`config.mk`:
```
export PLATFORM = sky130hd
export DESIGN_NAME = mdu_message_digest_unit
export DESIGN_NICKNAME = d
export VERILOG_FILES = /design/src/verilog/mdu_pkg.sv /design/src/verilog/mdu_core_if.sv /design/src/verilog/mdu_round_core.sv /design/src/verilog/mdu_msg_buffer.sv /design/src/verilog/mdu_message_digest_unit.sv
export SDC_FILE = /design/constraint.sdc
export NUM_CORES = 2
export LEC_CHECK = 0
export BUFFER_PORTS_ARGS = -buffer_cell sky130_fd_sc_hd__buf_2
export CAP_MARGIN = 20
export CELL_PAD_IN_SITES_DETAIL_PLACEMENT = 0
export CELL_PAD_IN_SITES_GLOBAL_PLACEMENT = 1
export CORE_UTILIZATION = 49
export DETAILED_ROUTE_END_ITERATION = 8
export GPL_TIMING_DRIVEN = 1
export PLACE_DENSITY = 0.89
export SETUP_SLACK_MARGIN = 0.02
export SYNTH_ARGS = -nofsm -noshare
export SYNTH_HDL_FRONTEND = slang
export SYNTH_SLANG_ARGS = --single-unit
```
`constraint.sdc`:
```
create_clock -name clk_sys -period 7.45 [get_ports clk_sys]
set_clock_uncertainty 0.1 [all_clocks]
set_input_delay 1.1175 -clock clk_sys [delete_from_list [all_inputs] [get_ports clk_sys]]
set_output_delay 1.1175 -clock clk_sys [all_outputs]
set_load 0.03 [all_outputs]
```
`src/verilog/mdu_pkg.sv`:
```
// Constants, types and helpers shared by the message digest unit.
// Operation
// - Software reset bit aborts hashing at once.
// - Software reset restores every register and buffer.
// - Global enable gates the interrupt output.
// - Start bit hashes buffer, continuing running digest.
// - Block written during hashing continues automatically.
// - Byte-swap bit reverses digest bytes on read.
// - Single-round bit advances one round per step.
// - Completion sets done and, if enabled, interrupt on the same edge.
// - Status bits: pending 28, error 29, empty 30, done 31.
// - Buffer copy into engine sets buffer-empty.
// - Buffer-empty interrupts need both enables set.
// - Unmapped selected address sets address-error flag.
// - Any status write clears it, never loads.
// - Buffer kept after hashing; host writes padding.
// - Engine owns its copy; host refills on empty.
// - Pad bits XOR written words with pad constant.
// - Outer pad copies digest, pads two-block message.
// - Digest holds cumulative hash since reset.
// - Fifth digest word meaningless for 128-bit algorithms.
// - Bit 24 MD5, bit 25 MD4, else SHA-1.
// - Dynamic bits self-clear; unused bits read zero.
// - Auto-start bit starts once buffer fully written.
package mdu_pkg;
   // Byte addresses of the registers.
   localparam logic [11:0] ADDR_MSG_LAST = 12'h03C;
   localparam logic [11:0] ADDR_DIGEST_A = 12'h040;
   localparam logic [11:0] ADDR_DIGEST_E = 12'h050;
   localparam logic [11:0] ADDR_CTRL = 12'h054;
   localparam logic [11:0] ADDR_STATUS = 12'h058;
   localparam logic [11:0] ADDR_CLR_IRQ = 12'h05C;
   localparam logic [11:0] ADDR_ID = 12'h060;
   // Control bit positions.
   localparam int CTL_BIE = 19;
   localparam int CTL_AUTO = 20;
   localparam int CTL_OPAD = 21;
   localparam int CTL_IPAD = 22;
   localparam int CTL_MD5 = 24;
   localparam int CTL_MD4 = 25;
   localparam int CTL_SRST = 26;
   localparam int CTL_IE = 27;
   localparam int CTL_GO = 28;
   localparam int CTL_SWAP = 29;
   localparam int CTL_STEP = 30;
   localparam logic [31:0] CTL_STATIC_MASK = 32'h6B78_0000;
   localparam logic [31:0] CTL_RESET = 32'h0000_0000;
   // Status bit positions.
   localparam int ST_IRQ = 28;
   localparam int ST_AE = 29;
   localparam int ST_BE = 30;
   localparam int ST_DONE = 31;
   // Identification value; arbitrary.
   localparam logic [31:0] UNIT_ID = 32'h0000_00A5;
   // Pad constants and start values.
   localparam logic [31:0] PAD_INNER = 32'h3636_3636;
   localparam logic [31:0] PAD_OUTER = 32'h5C5C_5C5C;
   localparam logic [4:0][31:0] DIGEST_IV = {32'hC3D2_E1F0, 32'h1032_5476, 32'h98BA_DCFE,
      32'hEFCD_AB89, 32'h6745_2301};
   localparam logic [31:0] ROUND_K = 32'h5A82_7999;
   // Padding words for the outer block of a two-block message.
   localparam logic [31:0] FILL_BE = 32'h8000_0000;
   localparam logic [31:0] FILL_LE = 32'h0000_0080;
   localparam logic [31:0] LEN_SHA = 32'h0000_02A0;
   localparam logic [31:0] LEN_MD = 32'h0000_0280;
   // Round counts per algorithm, last index.
   localparam logic [6:0] LAST_SHA = 7'h4F;
   localparam logic [6:0] LAST_MD5 = 7'h3F;
   localparam logic [6:0] LAST_MD4 = 7'h2F;
   typedef enum logic [1:0] {ALG_SHA1, ALG_MD5, ALG_MD4} mdu_algo_type;
   typedef enum logic {CORE_IDLE, CORE_RUN} mdu_core_state_type;

   // Reverses the byte order of one word.
   function automatic logic [31:0] swap32(input logic [31:0] v);
      return {v[7:0], v[15:8], v[23:16], v[31:24]};
   endfunction
endpackage

```
`src/verilog/mdu_core_if.sv`:
```
// Link between the control block and the round engine.
`timescale 1ns/100ps
interface mdu_core_if;
   logic start;
   logic clr;
   logic round_en;
   mdu_pkg::mdu_algo_type algo;
   logic [15:0][31:0] block;
   logic dg_wr;
   logic [2:0] dg_idx;
   logic [31:0] dg_wdata;
   logic [4:0][31:0] digest;
   logic busy;
   logic blk_done;
   modport core (input start, clr, round_en, algo, block, dg_wr, dg_idx, dg_wdata,
      output digest, busy, blk_done);
   modport ctl (output start, clr, round_en, algo, block, dg_wr, dg_idx, dg_wdata,
      input digest, busy, blk_done);
endinterface

```
`src/verilog/mdu_round_core.sv`:
```
// Round engine: captures a block, runs the rounds, accumulates the digest.
`timescale 1ns/100ps
module mdu_round_core (
   // Clock and reset.
   input wire logic clk_sys,
   input wire logic rst,
   // Control side.
   mdu_core_if.core cif
);
   typedef struct packed {
      mdu_pkg::mdu_core_state_type state;
      logic [6:0] rnd;
      logic [15:0][31:0] w;
      logic [4:0][31:0] v;
      logic [4:0][31:0] dg;
      logic done;
   } mdu_core_st_type;
   mdu_core_st_type s_q, s_d;
   logic [31:0] f;
   logic [6:0] last;

   // One compact round per enable; the digest adds on completion.
   always_comb begin
      s_d = s_q;
      s_d.done = 1'b0;
      f = (s_q.v[1] & s_q.v[2]) | (~s_q.v[1] & s_q.v[3]);
      unique case (cif.algo)
         mdu_pkg::ALG_MD5: last = mdu_pkg::LAST_MD5;
         mdu_pkg::ALG_MD4: last = mdu_pkg::LAST_MD4;
         default: last = mdu_pkg::LAST_SHA;
      endcase
      unique case (s_q.state)
         mdu_pkg::CORE_IDLE: begin
            if (cif.dg_wr) begin
               s_d.dg[cif.dg_idx] = cif.dg_wdata;
            end
            if (cif.start) begin
               s_d.w = cif.block;
               s_d.v = s_q.dg;
               s_d.rnd = 7'h00;
               s_d.state = mdu_pkg::CORE_RUN;
            end
         end
         mdu_pkg::CORE_RUN: begin
            if (cif.round_en) begin
               s_d.v[0] = {s_q.v[0][26:0], s_q.v[0][31:27]} + f + s_q.v[4] + s_q.w[0]
                  + mdu_pkg::ROUND_K;
               s_d.v[1] = s_q.v[0];
               s_d.v[2] = {s_q.v[1][1:0], s_q.v[1][31:2]};
               s_d.v[3] = s_q.v[2];
               s_d.v[4] = s_q.v[3];
               s_d.w = {s_q.w[0], s_q.w[15:1]};
               s_d.rnd = s_q.rnd + 7'h01;
               if (s_q.rnd == last) begin
                  for (int i = 0; i < 5; i++) begin
                     s_d.dg[i] = s_q.dg[i] + s_d.v[i];
                  end
                  s_d.done = 1'b1;
                  s_d.state = mdu_pkg::CORE_IDLE;
               end
            end
         end
      endcase
      if (cif.clr) begin
         s_d = '{mdu_pkg::CORE_IDLE, 7'h00, '0, '0, mdu_pkg::DIGEST_IV, 1'b0};
      end
   end

   // State register.
   always_ff @(posedge clk_sys) begin
      if (rst) begin
         s_q <= '{mdu_pkg::CORE_IDLE, 7'h00, '0, '0, mdu_pkg::DIGEST_IV, 1'b0};
      end else begin
         s_q <= s_d;
      end
   end

   assign cif.digest = s_q.dg;
   assign cif.busy = (s_q.state == mdu_pkg::CORE_RUN);
   assign cif.blk_done = s_q.done;
endmodule

```
`src/verilog/mdu_msg_buffer.sv`:
```
// Sixteen-word message buffer with pad XOR and outer-pad fill.
`timescale 1ns/100ps
module mdu_msg_buffer (
   // Clock and reset.
   input wire logic clk_sys,
   input wire logic rst,
   input wire logic clr,
   // Host writes.
   input wire logic wr,
   input wire logic [3:0] idx,
   input wire logic [31:0] wdata,
   input wire logic ipad,
   input wire logic opad,
   // Engine side.
   input wire logic take,
   input wire mdu_pkg::mdu_algo_type algo,
   input wire logic [4:0][31:0] digest,
   output logic [15:0][31:0] block,
   output logic [15:0] written
);
   typedef struct packed {
      logic [15:0][31:0] mem;
      logic [15:0] written;
   } mdu_buf_st_type;
   mdu_buf_st_type s_q, s_d;

   // A take empties the written mask, or fills it under outer pad; a host write in the same cycle is newer and wins.
   always_comb begin
      s_d = s_q;
      if (take) begin
         s_d.written = 16'h0000;
         if (opad) begin
            for (int i = 0; i < 16; i++) begin
               s_d.mem[i] = 32'h0000_0000;
            end
            for (int i = 0; i < 4; i++) begin
               s_d.mem[i] = digest[i];
            end
            if (algo == mdu_pkg::ALG_SHA1) begin
               s_d.mem[4] = digest[4];
               s_d.mem[5] = mdu_pkg::FILL_BE;
               s_d.mem[15] = mdu_pkg::LEN_SHA;
            end else begin
               s_d.mem[4] = mdu_pkg::FILL_LE;
               s_d.mem[14] = mdu_pkg::LEN_MD;
            end
            s_d.written = 16'hFFFF;
         end
      end
      if (wr) begin
         s_d.mem[idx] = wdata ^ (ipad ? mdu_pkg::PAD_INNER : 32'h0000_0000)
            ^ (opad ? mdu_pkg::PAD_OUTER : 32'h0000_0000);
         s_d.written[idx] = 1'b1;
      end
      if (clr) begin
         s_d = '0;
      end
   end

   // State register; the buffer is never cleared by a completed hash.
   always_ff @(posedge clk_sys) begin
      if (rst) begin
         s_q <= '0;
      end else begin
         s_q <= s_d;
      end
   end

   assign block = s_q.mem;
   assign written = s_q.written;
endmodule

```
`src/verilog/mdu_message_digest_unit.sv`:
```
// Top of the message digest unit: APB register slave and block sequencing.
`timescale 1ns/100ps
module mdu_message_digest_unit (
   // Clock and reset.
   input wire logic clk_sys,
   input wire logic rst,
   // APB slave.
   input wire logic psel,
   input wire logic penable,
   input wire logic pwrite,
   input wire logic [11:0] paddr,
   input wire logic [31:0] pwdata,
   output logic [31:0] prdata,
   output logic pready,
   output logic pslverr,
   // Interrupt output, active high.
   output logic irq
);
   // ****************************************
   // Address decode
   // ****************************************

   // Register classes seen by the decoder.
   typedef enum logic [2:0] {
      RG_MSG, RG_DIGEST, RG_CTRL, RG_STATUS, RG_CLR, RG_ID, RG_NONE
   } mdu_reg_type;

   // Classifies a byte address; used both at setup and at access.
   function automatic mdu_reg_type reg_kind(input logic [11:0] a);
      mdu_reg_type k;
      k = RG_NONE;
      if (a[1:0] != 2'b00) begin
         k = RG_NONE;
      end else if (a <= mdu_pkg::ADDR_MSG_LAST) begin
         k = RG_MSG;
      end else if (a >= mdu_pkg::ADDR_DIGEST_A && a <= mdu_pkg::ADDR_DIGEST_E) begin
         k = RG_DIGEST;
      end else if (a == mdu_pkg::ADDR_CTRL) begin
         k = RG_CTRL;
      end else if (a == mdu_pkg::ADDR_STATUS) begin
         k = RG_STATUS;
      end else if (a == mdu_pkg::ADDR_CLR_IRQ) begin
         k = RG_CLR;
      end else if (a == mdu_pkg::ADDR_ID) begin
         k = RG_ID;
      end
      return k;
   endfunction

   // ****************************************
   // State
   // ****************************************

   // Every flip-flop of this module lives in one struct.
   typedef struct packed {
      logic [31:0] ctrl;   // Static control bits only.
      logic go;            // Start request, held until the engine takes it.
      logic chain;         // A hash is in progress across blocks.
      logic done;          // Completion flag.
      logic be;            // Buffer-empty flag.
      logic ae;            // Address-error flag.
      logic [31:0] prdata; // Read data register.
      logic pready;        // Ready register.
      logic pslverr;       // Error answer register.
      logic irq;           // Interrupt output register.
   } mdu_top_st_type;

   mdu_top_st_type s_q;
   mdu_top_st_type s_d;

   // Engine link and buffer wires.
   mdu_core_if cif ();
   logic [15:0][31:0] buf_block;
   logic [15:0] buf_written;

   // Decoded request terms.
   mdu_reg_type kind;
   logic setup;
   logic wr_acc;
   logic soft_clr;
   logic ctrl_wr;
   logic msg_wr;
   logic take;
   logic full;
   logic step_pulse;
   logic irq_pend;
   mdu_pkg::mdu_algo_type algo;
   logic [2:0] dg_idx;

   // ****************************************
   // Request decode
   // ****************************************

   // Requests are decoded from the live bus; the write acts at the edge where pready is seen.
   always_comb begin
      kind = reg_kind(paddr);
      setup = psel & ~penable;
      wr_acc = psel & penable & pwrite & s_q.pready;
      ctrl_wr = wr_acc & (kind == RG_CTRL);
      msg_wr = wr_acc & (kind == RG_MSG);
      // A control write with the reset bit clears the whole unit in that same edge.
      soft_clr = ctrl_wr & pwdata[mdu_pkg::CTL_SRST];
      // In single-round mode each further control write is one clock step.
      step_pulse = ctrl_wr & s_q.ctrl[mdu_pkg::CTL_STEP];
      dg_idx = 3'(paddr[4:2] - mdu_pkg::ADDR_DIGEST_A[4:2]);
      full = &buf_written;
   end

   // ****************************************
   // Algorithm select
   // ****************************************

   // MD5 wins if both algorithm bits are set; neither means SHA-1.
   always_comb begin
      if (s_q.ctrl[mdu_pkg::CTL_MD5]) begin
         algo = mdu_pkg::ALG_MD5;
      end else if (s_q.ctrl[mdu_pkg::CTL_MD4]) begin
         algo = mdu_pkg::ALG_MD4;
      end else begin
         algo = mdu_pkg::ALG_SHA1;
      end
   end

   // ****************************************
   // Start logic
   // ****************************************

   // The engine takes a block when idle and asked: by the start bit, by auto-start on a
   // full buffer, or by a full buffer arriving while a chain of blocks is running.
   always_comb begin
      take = ~cif.busy & ~cif.blk_done & ~soft_clr & (s_q.go
         | (s_q.ctrl[mdu_pkg::CTL_AUTO] & full)
         | (s_q.chain & full));
   end

   // ****************************************
   // Engine link
   // ****************************************

   // The engine and buffer see the reset bit combinationally so that the abort is immediate.
   assign cif.start = take;
   assign cif.clr = soft_clr;
   assign cif.round_en = s_q.ctrl[mdu_pkg::CTL_STEP] ? step_pulse : 1'b1;
   assign cif.algo = algo;
   assign cif.block = buf_block;
   // Digest words are host-writable only while the engine is idle.
   assign cif.dg_wr = wr_acc & (kind == RG_DIGEST);
   assign cif.dg_idx = dg_idx;
   assign cif.dg_wdata = pwdata;

   // Round engine.
   mdu_round_core u_core (
      .clk_sys(clk_sys),
      .rst(rst),
      .cif(cif)
   );

   // Message buffer, double-buffered against the engine's captured copy.
   mdu_msg_buffer u_buf (
      .clk_sys(clk_sys),
      .rst(rst),
      .clr(soft_clr),
      .wr(msg_wr),
      .idx(paddr[5:2]),
      .wdata(pwdata),
      .ipad(s_q.ctrl[mdu_pkg::CTL_IPAD]),
      .opad(s_q.ctrl[mdu_pkg::CTL_OPAD]),
      .take(take),
      .algo(algo),
      .digest(cif.digest),
      .block(buf_block),
      .written(buf_written)
   );

   // ****************************************
   // Register and flag update
   // ****************************************

   // One pass computes the whole next state. Host-write clears come first and sets after them, so that
   // an event landing in the same cycle as such a clear is kept; the software reset is applied last.
   always_comb begin
      s_d = s_q;
      // The ready register answers one cycle after setup, i.e. during the access phase.
      s_d.pready = setup;
      s_d.pslverr = setup & (kind == RG_NONE);
      s_d.prdata = 32'h0000_0000;

      // Read data is captured at setup so it stands throughout the access phase.
      if (setup & ~pwrite) begin
         unique case (kind)
            RG_DIGEST: begin
               // The fifth word is returned as stored even for the 128-bit algorithms.
               s_d.prdata = s_q.ctrl[mdu_pkg::CTL_SWAP]
                  ? mdu_pkg::swap32(cif.digest[dg_idx]) : cif.digest[dg_idx];
            end
            RG_CTRL: begin
               s_d.prdata = s_q.ctrl;
            end
            RG_STATUS: begin
               s_d.prdata = 32'h0000_0000;
               s_d.prdata[mdu_pkg::ST_IRQ] = s_q.irq;
               s_d.prdata[mdu_pkg::ST_AE] = s_q.ae;
               s_d.prdata[mdu_pkg::ST_BE] = s_q.be;
               s_d.prdata[mdu_pkg::ST_DONE] = s_q.done;
            end
            RG_ID: begin
               s_d.prdata = mdu_pkg::UNIT_ID;
            end
            default: begin
               // Message words are write-only and read as zero.
               s_d.prdata = 32'h0000_0000;
            end
         endcase
      end

      // Control write: only static bits are stored; start is a pending pulse.
      if (ctrl_wr) begin
         s_d.ctrl = pwdata & mdu_pkg::CTL_STATIC_MASK;
         s_d.go = pwdata[mdu_pkg::CTL_GO];
      end

      // Status write clears everything regardless of data.
      if (wr_acc & (kind == RG_STATUS)) begin
         s_d.done = 1'b0;
         s_d.be = 1'b0;
         s_d.ae = 1'b0;
      end

      // Clearing the interrupt drops the two interrupt sources.
      if (wr_acc & (kind == RG_CLR)) begin
         s_d.done = 1'b0;
         s_d.be = 1'b0;
      end

      // Taking a block consumes the start request and marks the buffer reusable.
      if (take) begin
         s_d.go = 1'b0;
         s_d.chain = 1'b1;
         s_d.be = 1'b1;
      end

      // Pad bits clear after each single block; a full buffer carries the chain on.
      if (cif.blk_done) begin
         s_d.ctrl[mdu_pkg::CTL_IPAD] = 1'b0;
         s_d.ctrl[mdu_pkg::CTL_OPAD] = 1'b0;
         if (~full) begin
            s_d.chain = 1'b0;
            s_d.done = 1'b1;
         end
      end

      // An unmapped address raises the error flag once per transfer.
      if (setup & (kind == RG_NONE)) begin
         s_d.ae = 1'b1;
      end

      // The software reset restores everything, the bus answer excepted.
      if (soft_clr) begin
         s_d.ctrl = mdu_pkg::CTL_RESET;
         s_d.go = 1'b0;
         s_d.chain = 1'b0;
         s_d.done = 1'b0;
         s_d.be = 1'b0;
         s_d.ae = 1'b0;
      end

      // Interrupt: done, or buffer-empty with its own enable, both under the global enable.
      irq_pend = s_d.ctrl[mdu_pkg::CTL_IE] & (s_d.done
         | (s_d.be & s_d.ctrl[mdu_pkg::CTL_BIE]));
      s_d.irq = irq_pend;
   end

   // ****************************************
   // State register
   // ****************************************

   // Synchronous reset to constants only.
   always_ff @(posedge clk_sys) begin
      if (rst) begin
         s_q <= '0;
      end else begin
         s_q <= s_d;
      end
   end

   // Outputs come straight from flip-flops.
   assign prdata = s_q.prdata;
   assign pready = s_q.pready;
   assign pslverr = s_q.pslverr;
   assign irq = s_q.irq;
endmodule

```
# --- Yosys cells after proc, flatten, opt, wreduce, memory -nomap -nowiden ---
# Index checks and enable logic that the tools add are counted.
classes:
  n_addsub: 10
  mul: 0
  div_mod_pow: 0
  magnitude_cmp: 7
  n_eq_ne: 17
  n_shift: 0
  n_mux: 48
  n_bitwise: 37
  reduce_logical: 15
ops:
  columns: ["cell", "count"]
  rows:
  - ["840-bit case mux with 2 select lines", 1]
  - ["528-bit 2-to-1 mux", 3]
  - ["841-bit 2-to-1 mux", 1]
  - ["680-bit 2-to-1 mux", 1]
  - ["512-bit bitwise mux", 1]
  - ["32-bit adder", 8]
  - ["32-bit 2-to-1 mux", 6]
  - ["161-bit 2-to-1 mux", 1]
  - ["160-bit bitwise mux", 1]
  - ["160-bit 2-to-1 mux", 1]
  - ["32-bit demux with 4-bit select", 1]
  - ["32-bit case mux with 4 select lines", 1]
  - ["32-bit binary-select mux with 3-bit select", 1]
  - ["32-bit demux with 3-bit select", 1]
  - ["32-bit AND", 2]
  - ["12-bit by 7-bit == test with 1-bit output, second input constant", 4]
  - ["33-bit 2-to-1 mux", 1]
  - ["32-bit by 31-bit adder with 32-bit output, second input constant", 1]
  - ["32-bit NOT", 1]
  - ["32-bit OR", 1]
  - ["32-bit by 30-bit bitwise XOR with 32-bit output", 1]
  - ["32-bit bitwise XOR", 1]
  - ["31-bit 2-to-1 mux", 1]
  - ["30-bit 2-to-1 mux", 1]
  - ["other kinds (36)", 92]
totals:
  reg_bits: 1418
  latchBits: 0
  mem_bits_rw: 0
  mem_bits_ro: 0
  inputBits: 49
  output_inout_bits: 35
  elab_cells: 192
  mem_count: 0

# --- Longest topological paths before layout ---
depth:
  depth_word: 21
  depth_mapped: 27
  ltp_nobuf: 26

# --- Modules after synthesis ---
# Synthesis repeated with hierarchy kept, for this count alone.
hier_totals:
  cells_unflattened: 8486
  hier_area_um2: 71283.4
by_module_without_submodules:
  columns: ["module", "instances", "cells_per_inst", "area_per_inst_um2", "seq_area_each_um2"]
  rows:
  - ["mdu_round_core", 1, 5512, 45264.7, 16836.1]
  - ["mdu_msg_buffer", 1, 2503, 22052.4, 10570.1]
  - ["mdu_message_digest_unit", 1, 471, 3966.3, 980.9]

# --- Worst setup path after synthesis ---
# Ideal clock, no wire load.
synth_path:
  path_type: "flip-flop to flip-flop"
  from: "reg u_core.s_q[194] in the netlist's numbering"
  to: "reg u_core.s_q (netlist bit u_core.cif.digest[31])"
  setup_time_ns: 0.130
  arrival_time_ns: 5.950
  required_ns: 7.220
  slack_ns: 1.270
  stages_incl_launch_ff: 25
  n_path_buf: 0
  period_less_slack_ns: 6.180
  path_cell_list: "dfxtp_1 -> mux2i_1 -> fa_1 -> fa_1 -> inv_1 -> ha_1 -> ha_1 -> fa_1 -> a211oi_1 -> o21bai_1 -> o311a_1 -> o21a_1 -> o21a_1 -> or2_2 -> a21oi_1 -> xnor2_1 -> ha_1 -> nand4_1 -> a21oi_1 -> a211oi_1 -> o311ai_0 -> a311oi_1 -> xnor2_1 -> xnor2_1 -> o22ai_1"
synth_via:
  elab_chain_len: 11
  word_cells_on_any_way: 12
  cone_classes: "add/sub (5); mux (3); bitwise (4)"
synth_rtl:
  columns: ["item", "line", "source"]
  rows:
  - ["start, declared", "mdu_round_core.sv:18", "mdu_core_st_type s_q, s_d;"]
  - ["start signal, assigned", "mdu_round_core.sv:72", "s_q <= '{mdu_pkg::CORE_IDLE, 7'h00, '0, '0, mdu_pkg::DIGEST_IV, 1'b0};"]
  - ["32-bit NOT", "mdu_round_core.sv:26", "f = (s_q.v[1] & s_q.v[2]) | (~s_q.v[1] & s_q.v[3]);"]
  - ["32-bit AND", "mdu_round_core.sv:26", null]
  - ["32-bit OR *", "mdu_round_core.sv:26", null]
  - ["32-bit adder * (3 in series)", "mdu_round_core.sv:46", "s_d.v[0] = {s_q.v[0][26:0], s_q.v[0][31:27]} + f + s_q.v[4] + s_q.w[0]"]
  - ["32-bit by 31-bit adder with 32-bit output *", "mdu_round_core.sv:47", "+ mdu_pkg::ROUND_K;"]
  - ["32-bit adder *", "mdu_round_core.sv:56", "s_d.dg[i] = s_q.dg[i] + s_d.v[i];"]
  - ["161-bit 2-to-1 mux *", "mdu_round_core.sv:54", "if (s_q.rnd == last) begin"]
  - ["841-bit 2-to-1 mux *", "mdu_round_core.sv:45", "if (cif.round_en) begin"]
  - ["840-bit case mux with 2 select lines *", "mdu_round_core.sv:32", "unique case (s_q.state)"]
# Every way passes the cells marked *; elsewhere a longest branch is shown, timed or not. The select of a mux whose other input is x is not followed.
# A chain may end at the register's enable or synchronous reset.

# --- Worst setup path after layout ---
# Same ends and word-level chain as after synthesis.

==> flow_summary.toml <==
[run_status]
outcome = "completed"

[pwr]
combinationalPowerShare = 0.032
clock_power_share = 0.498
p_seq_frac = 0.470
switching_share = 0.239
powerDensity_nw_per_um2 = 211
finalPower_mw = 16.1
power.switching_mw = 3.86
leakage_power_nw = 27.7
internal-power_mw = 12.3
ir_drop_mv = 0.188

[floorplanning]
die_x_um = 378
fp-row-count = 137
die-area_um2 = 143000
floorplan.core_area_um2 = 140000
chipHeight_um = 378
design.portCount = 84
initial_core_util = 0.496

[finish]
seqCellArea_um2 = 28400
multi_input_comb_area_um2 = 37500
instances_no_fill = 10100
final_design_area_no_fill_um2 = 76400
final_layout_size_suffix_gt1_frac = 0.0733
layout.nets = 8456
layout.cells.most_common_list = "sky130_fd_sc_hd__dfxtp_1, sky130_fd_sc_hd__a21oi_1, sky130_fd_sc_hd__nand2_1, sky130_fd_sc_hd__a22oi_1, sky130_fd_sc_hd__nor2_1"
area_delta_synth_final_pct = 10.2
utilization = 0.546
nFillCells = 13000
final_common_cell = "sky130_fd_sc_hd__dfxtp_1"

[drt]
route.detailed.vias_per_inst = 6.55
drt_wl_total_um = 280000
drc_violations = 0
num_vias = 66300
ant_nets_after_route = 0
drt_iter0_drc = 8873
detail_route.wl_per_cell_um = 27.7
drtPass1Iterations = 6

[clock_network]
clock_latency_ps = 840
ctsHoldBuffers = 0
cts_tree = "done"
root_buffer = "sky130_fd_sc_hd__clkbuf_16"
max-clock-path-buffers = 3
cts_buffers = 155
clock_sink_count = 1418
ctsHtreeMaxLevel = 4
clock_edge_transition_at_the_registers_on_the_reported_setup_and_hold_paths_ps = 60

[run]
max_cap_violations = 0

[placed_design]
place.detailed.instances = 9831
postPlaceCellArea_um2 = 70900
dp_hpwl_um = 185000
placement.setup.worst_slack_ps = 299
port-buffer-count = 83
place.gp.congestion = 0.989

[sta]
final_setup_violation_count = 0
timing_worst_slew_pin_value_ps = 1220
setup-tns-final_ps = 0
hold_viol = 0
timing.slew.headroom = 0.187
hold-worst-slack_ps = 353
final_critical_path_setup_slack_ps = 307
report.final.slew_viol_count = 0
post-route-period-util = 0.959
finalCriticalPeriod_ps = 7140
highest_attainable_clock_frequency_mhz = 140
rsz0062_at_grt = "no"

[synthesis]
synth-async-reset-ratio = 0
post_synthesis_instance_total = 8467
synth-edff-count = 0
syn-cell-area_um2 = 69300
postSynthNetCount = 8802
post_synth.cell_area_avg_um2 = 8.19
synthFlopType = "sky130_fd_sc_hd__dfxtp_1"
yosys_register_bits = 1418
ys_types = 89
register_area_share_after_synthesis = 0.409
yosys_warnings = 0

[worst_setup_path]
critical_path.max_stage_delay_ps = 520
critPathSlowestCell = "sky130_fd_sc_hd__a211oi_1"
worstSetupStartpointType = "register"
critical_path_required_ps = 8010
critPathKind = "register to register"
endpoint_kind = "register"
worst_ep_arrival_time_ps = 7700
path_cells = "mux2i_1 > fa_1 > fa_1 > inv_1 > ha_1 > ha_1 > fa_1 > a211oi_2 > o21bai_1 > o311a_1 > o21a_1 > o21a_1 > or2_2 > a21oi_1 > xnor2_1 > ha_1 > nand4_1 > a21oi_1 > a211oi_1 > o311ai_1 > a311oi_1 > xnor2_1 > xnor2_1 > o22ai_1"
worst-path-max-fanout = 5
crit_path_buf_inv_count = 1
crit_family = "compound AO/OA/AOI/OAI gates"

[grt]
first_pass_grt_wire_length_um = 408000
first_global_vias = 60800
grt_max_degree = 217
antenna_found_initial = 13
globalRouteTotalUtil = 0.380
gr-total-overflow = 0

[hold_path]
worst_hold_path_class = "register to register"
## timing repair
action | CTS | global route
setup endpoints to repair | 0 | 7
buffers inserted | 0 | 0
gates resized for setup | 0 | 3
## worst paths after layout
path | startpoint | endpoint | slack, ps | depth (start not counted)
setup reg to reg | u_core.s_q[194] | u_core.cif.digest[31] | 310 | 24
setup / recovery | u_core.s_q[194] | u_core.cif.digest[31] | 310 | 24
hold / removal | u_core.s_q[616] | u_core.s_q[616] | 350 | 2
hold reg to reg | u_core.s_q[616] | u_core.s_q[616] | 350 | 2
## cell families (layout without fill, tap and decap cells)
| group | Yosys count | after routing | synth area share |
|---|---|---|---|
| flops | 1418 | 1418 | 0.409 |
| fa+ha+maj | 286 | 286 | 0.0588 |
| simple gates | 2522 | 2522 | 0.158 |
| compound gates | 2899 | 2899 | 0.264 |
| mux | 221 | 221 | 0.0328 |
| buf+inv | 951 | 735 | 0.0561 |
| other cells | 0 | 7 | 0 |
| xor+xnor | 170 | 170 | 0.0215 |
## worst reg2reg max path, cell delays in order (launching register included)
cell,delay (ps)
sky130_fd_sc_hd__dfxtp_1,430
sky130_fd_sc_hd__mux2i_1,240
sky130_fd_sc_hd__fa_1,460
sky130_fd_sc_hd__fa_1,500
sky130_fd_sc_hd__inv_1,40
sky130_fd_sc_hd__ha_1,260
sky130_fd_sc_hd__ha_1,220
sky130_fd_sc_hd__fa_1,490
sky130_fd_sc_hd__a211oi_2,260
sky130_fd_sc_hd__o21bai_1,240
sky130_fd_sc_hd__o311a_1,410
sky130_fd_sc_hd__o21a_1,190
sky130_fd_sc_hd__o21a_1,170
sky130_fd_sc_hd__or2_2,290
sky130_fd_sc_hd__a21oi_1,190
sky130_fd_sc_hd__xnor2_1,190
sky130_fd_sc_hd__ha_1,350
sky130_fd_sc_hd__nand4_1,200
sky130_fd_sc_hd__a21oi_1,60
sky130_fd_sc_hd__a211oi_1,520
sky130_fd_sc_hd__o311ai_1,230
sky130_fd_sc_hd__a311oi_1,470
sky130_fd_sc_hd__xnor2_1,190
sky130_fd_sc_hd__xnor2_1,140
sky130_fd_sc_hd__o22ai_1,90
## cell type report
cell class | count | share of cell area
multi-input cells | 6098 | 0.491
clock buffers | 232 | 0.0592
flip-flops and latches | 1418 | 0.372
inverters | 188 | 0.00924
well taps | 1876 | 0.0307
clock inverters | 55 | 0.0107
diodes | 7 | 0.000229
repair buffers | 260 | 0.0275
## power groups by stage
stage                     Clock [mW]  Sequential, mW  Combinational [mW]
after floorplan                    0            7.75               0.241
after global placement             0            7.75               0.491
after detailed placement           0            7.75               0.489
after CTS                       8.08            7.58               0.491
after global routing            8.40            7.58               0.522
final                           8.03            7.58               0.521
## layer usage
layer / global-route usage / up-vias / part of all wire
met5: 0 / - / 0.00017
met4: 0.218 / 8 / 0.064
met3: 0.0880 / 744 / 0.11
met2: 0.561 / 3665 / 0.43
met1: 0.508 / 32200 / 0.40
li1: - / 29700 / -
## cells in the mapped netlist, types with 23 or more instances
cell,n,area share
sky130_fd_sc_hd__and3_1,57,0.0051
sky130_fd_sc_hd__buf_2,113,0.0082
sky130_fd_sc_hd__fa_1,66,0.019
sky130_fd_sc_hd__a211oi_1,237,0.026
sky130_fd_sc_hd__a22oi_1,682,0.074
sky130_fd_sc_hd__xor2_1,55,0.0069
sky130_fd_sc_hd__a21o_1,80,0.0087
sky130_fd_sc_hd__nand4_1,36,0.0032
sky130_fd_sc_hd__nand3_1,416,0.030
sky130_fd_sc_hd__xnor2_1,115,0.015
sky130_fd_sc_hd__ha_1,220,0.040
sky130_fd_sc_hd__a31oi_1,26,0.0023
sky130_fd_sc_hd__buf_1,25,0.0014
sky130_fd_sc_hd__a221oi_1,100,0.013
sky130_fd_sc_hd__nor3_1,128,0.0092
sky130_fd_sc_hd__o21a_1,38,0.0041
sky130_fd_sc_hd__nor2b_1,53,0.0048
sky130_fd_sc_hd__clkbuf_1,581,0.031
sky130_fd_sc_hd__nand2_1,1211,0.066
sky130_fd_sc_hd__nand2b_1,23,0.0021
sky130_fd_sc_hd__buf_4,40,0.0043
sky130_fd_sc_hd__o211ai_1,34,0.0037
sky130_fd_sc_hd__dfxtp_1,1418,0.41
sky130_fd_sc_hd__nor2_1,492,0.027
sky130_fd_sc_hd__o22ai_1,28,0.0025
sky130_fd_sc_hd__o21ai_0,228,0.016
sky130_fd_sc_hd__mux2i_1,208,0.030
sky130_fd_sc_hd__a21oi_1,1271,0.092
sky130_fd_sc_hd__inv_1,186,0.010
## flip-flops by register name (all words and copies together), names as in the netlist
signal,flops
u_buf.block,512
prdata,32
irq,1
pslverr,1
pready,1
u_core.s_q,679
u_core.cif.blk_done,1
u_core.cif.busy,1
u_buf.written,16
s_q,14
u_core.cif.digest,160
Power figures use the tool's default switching activity.
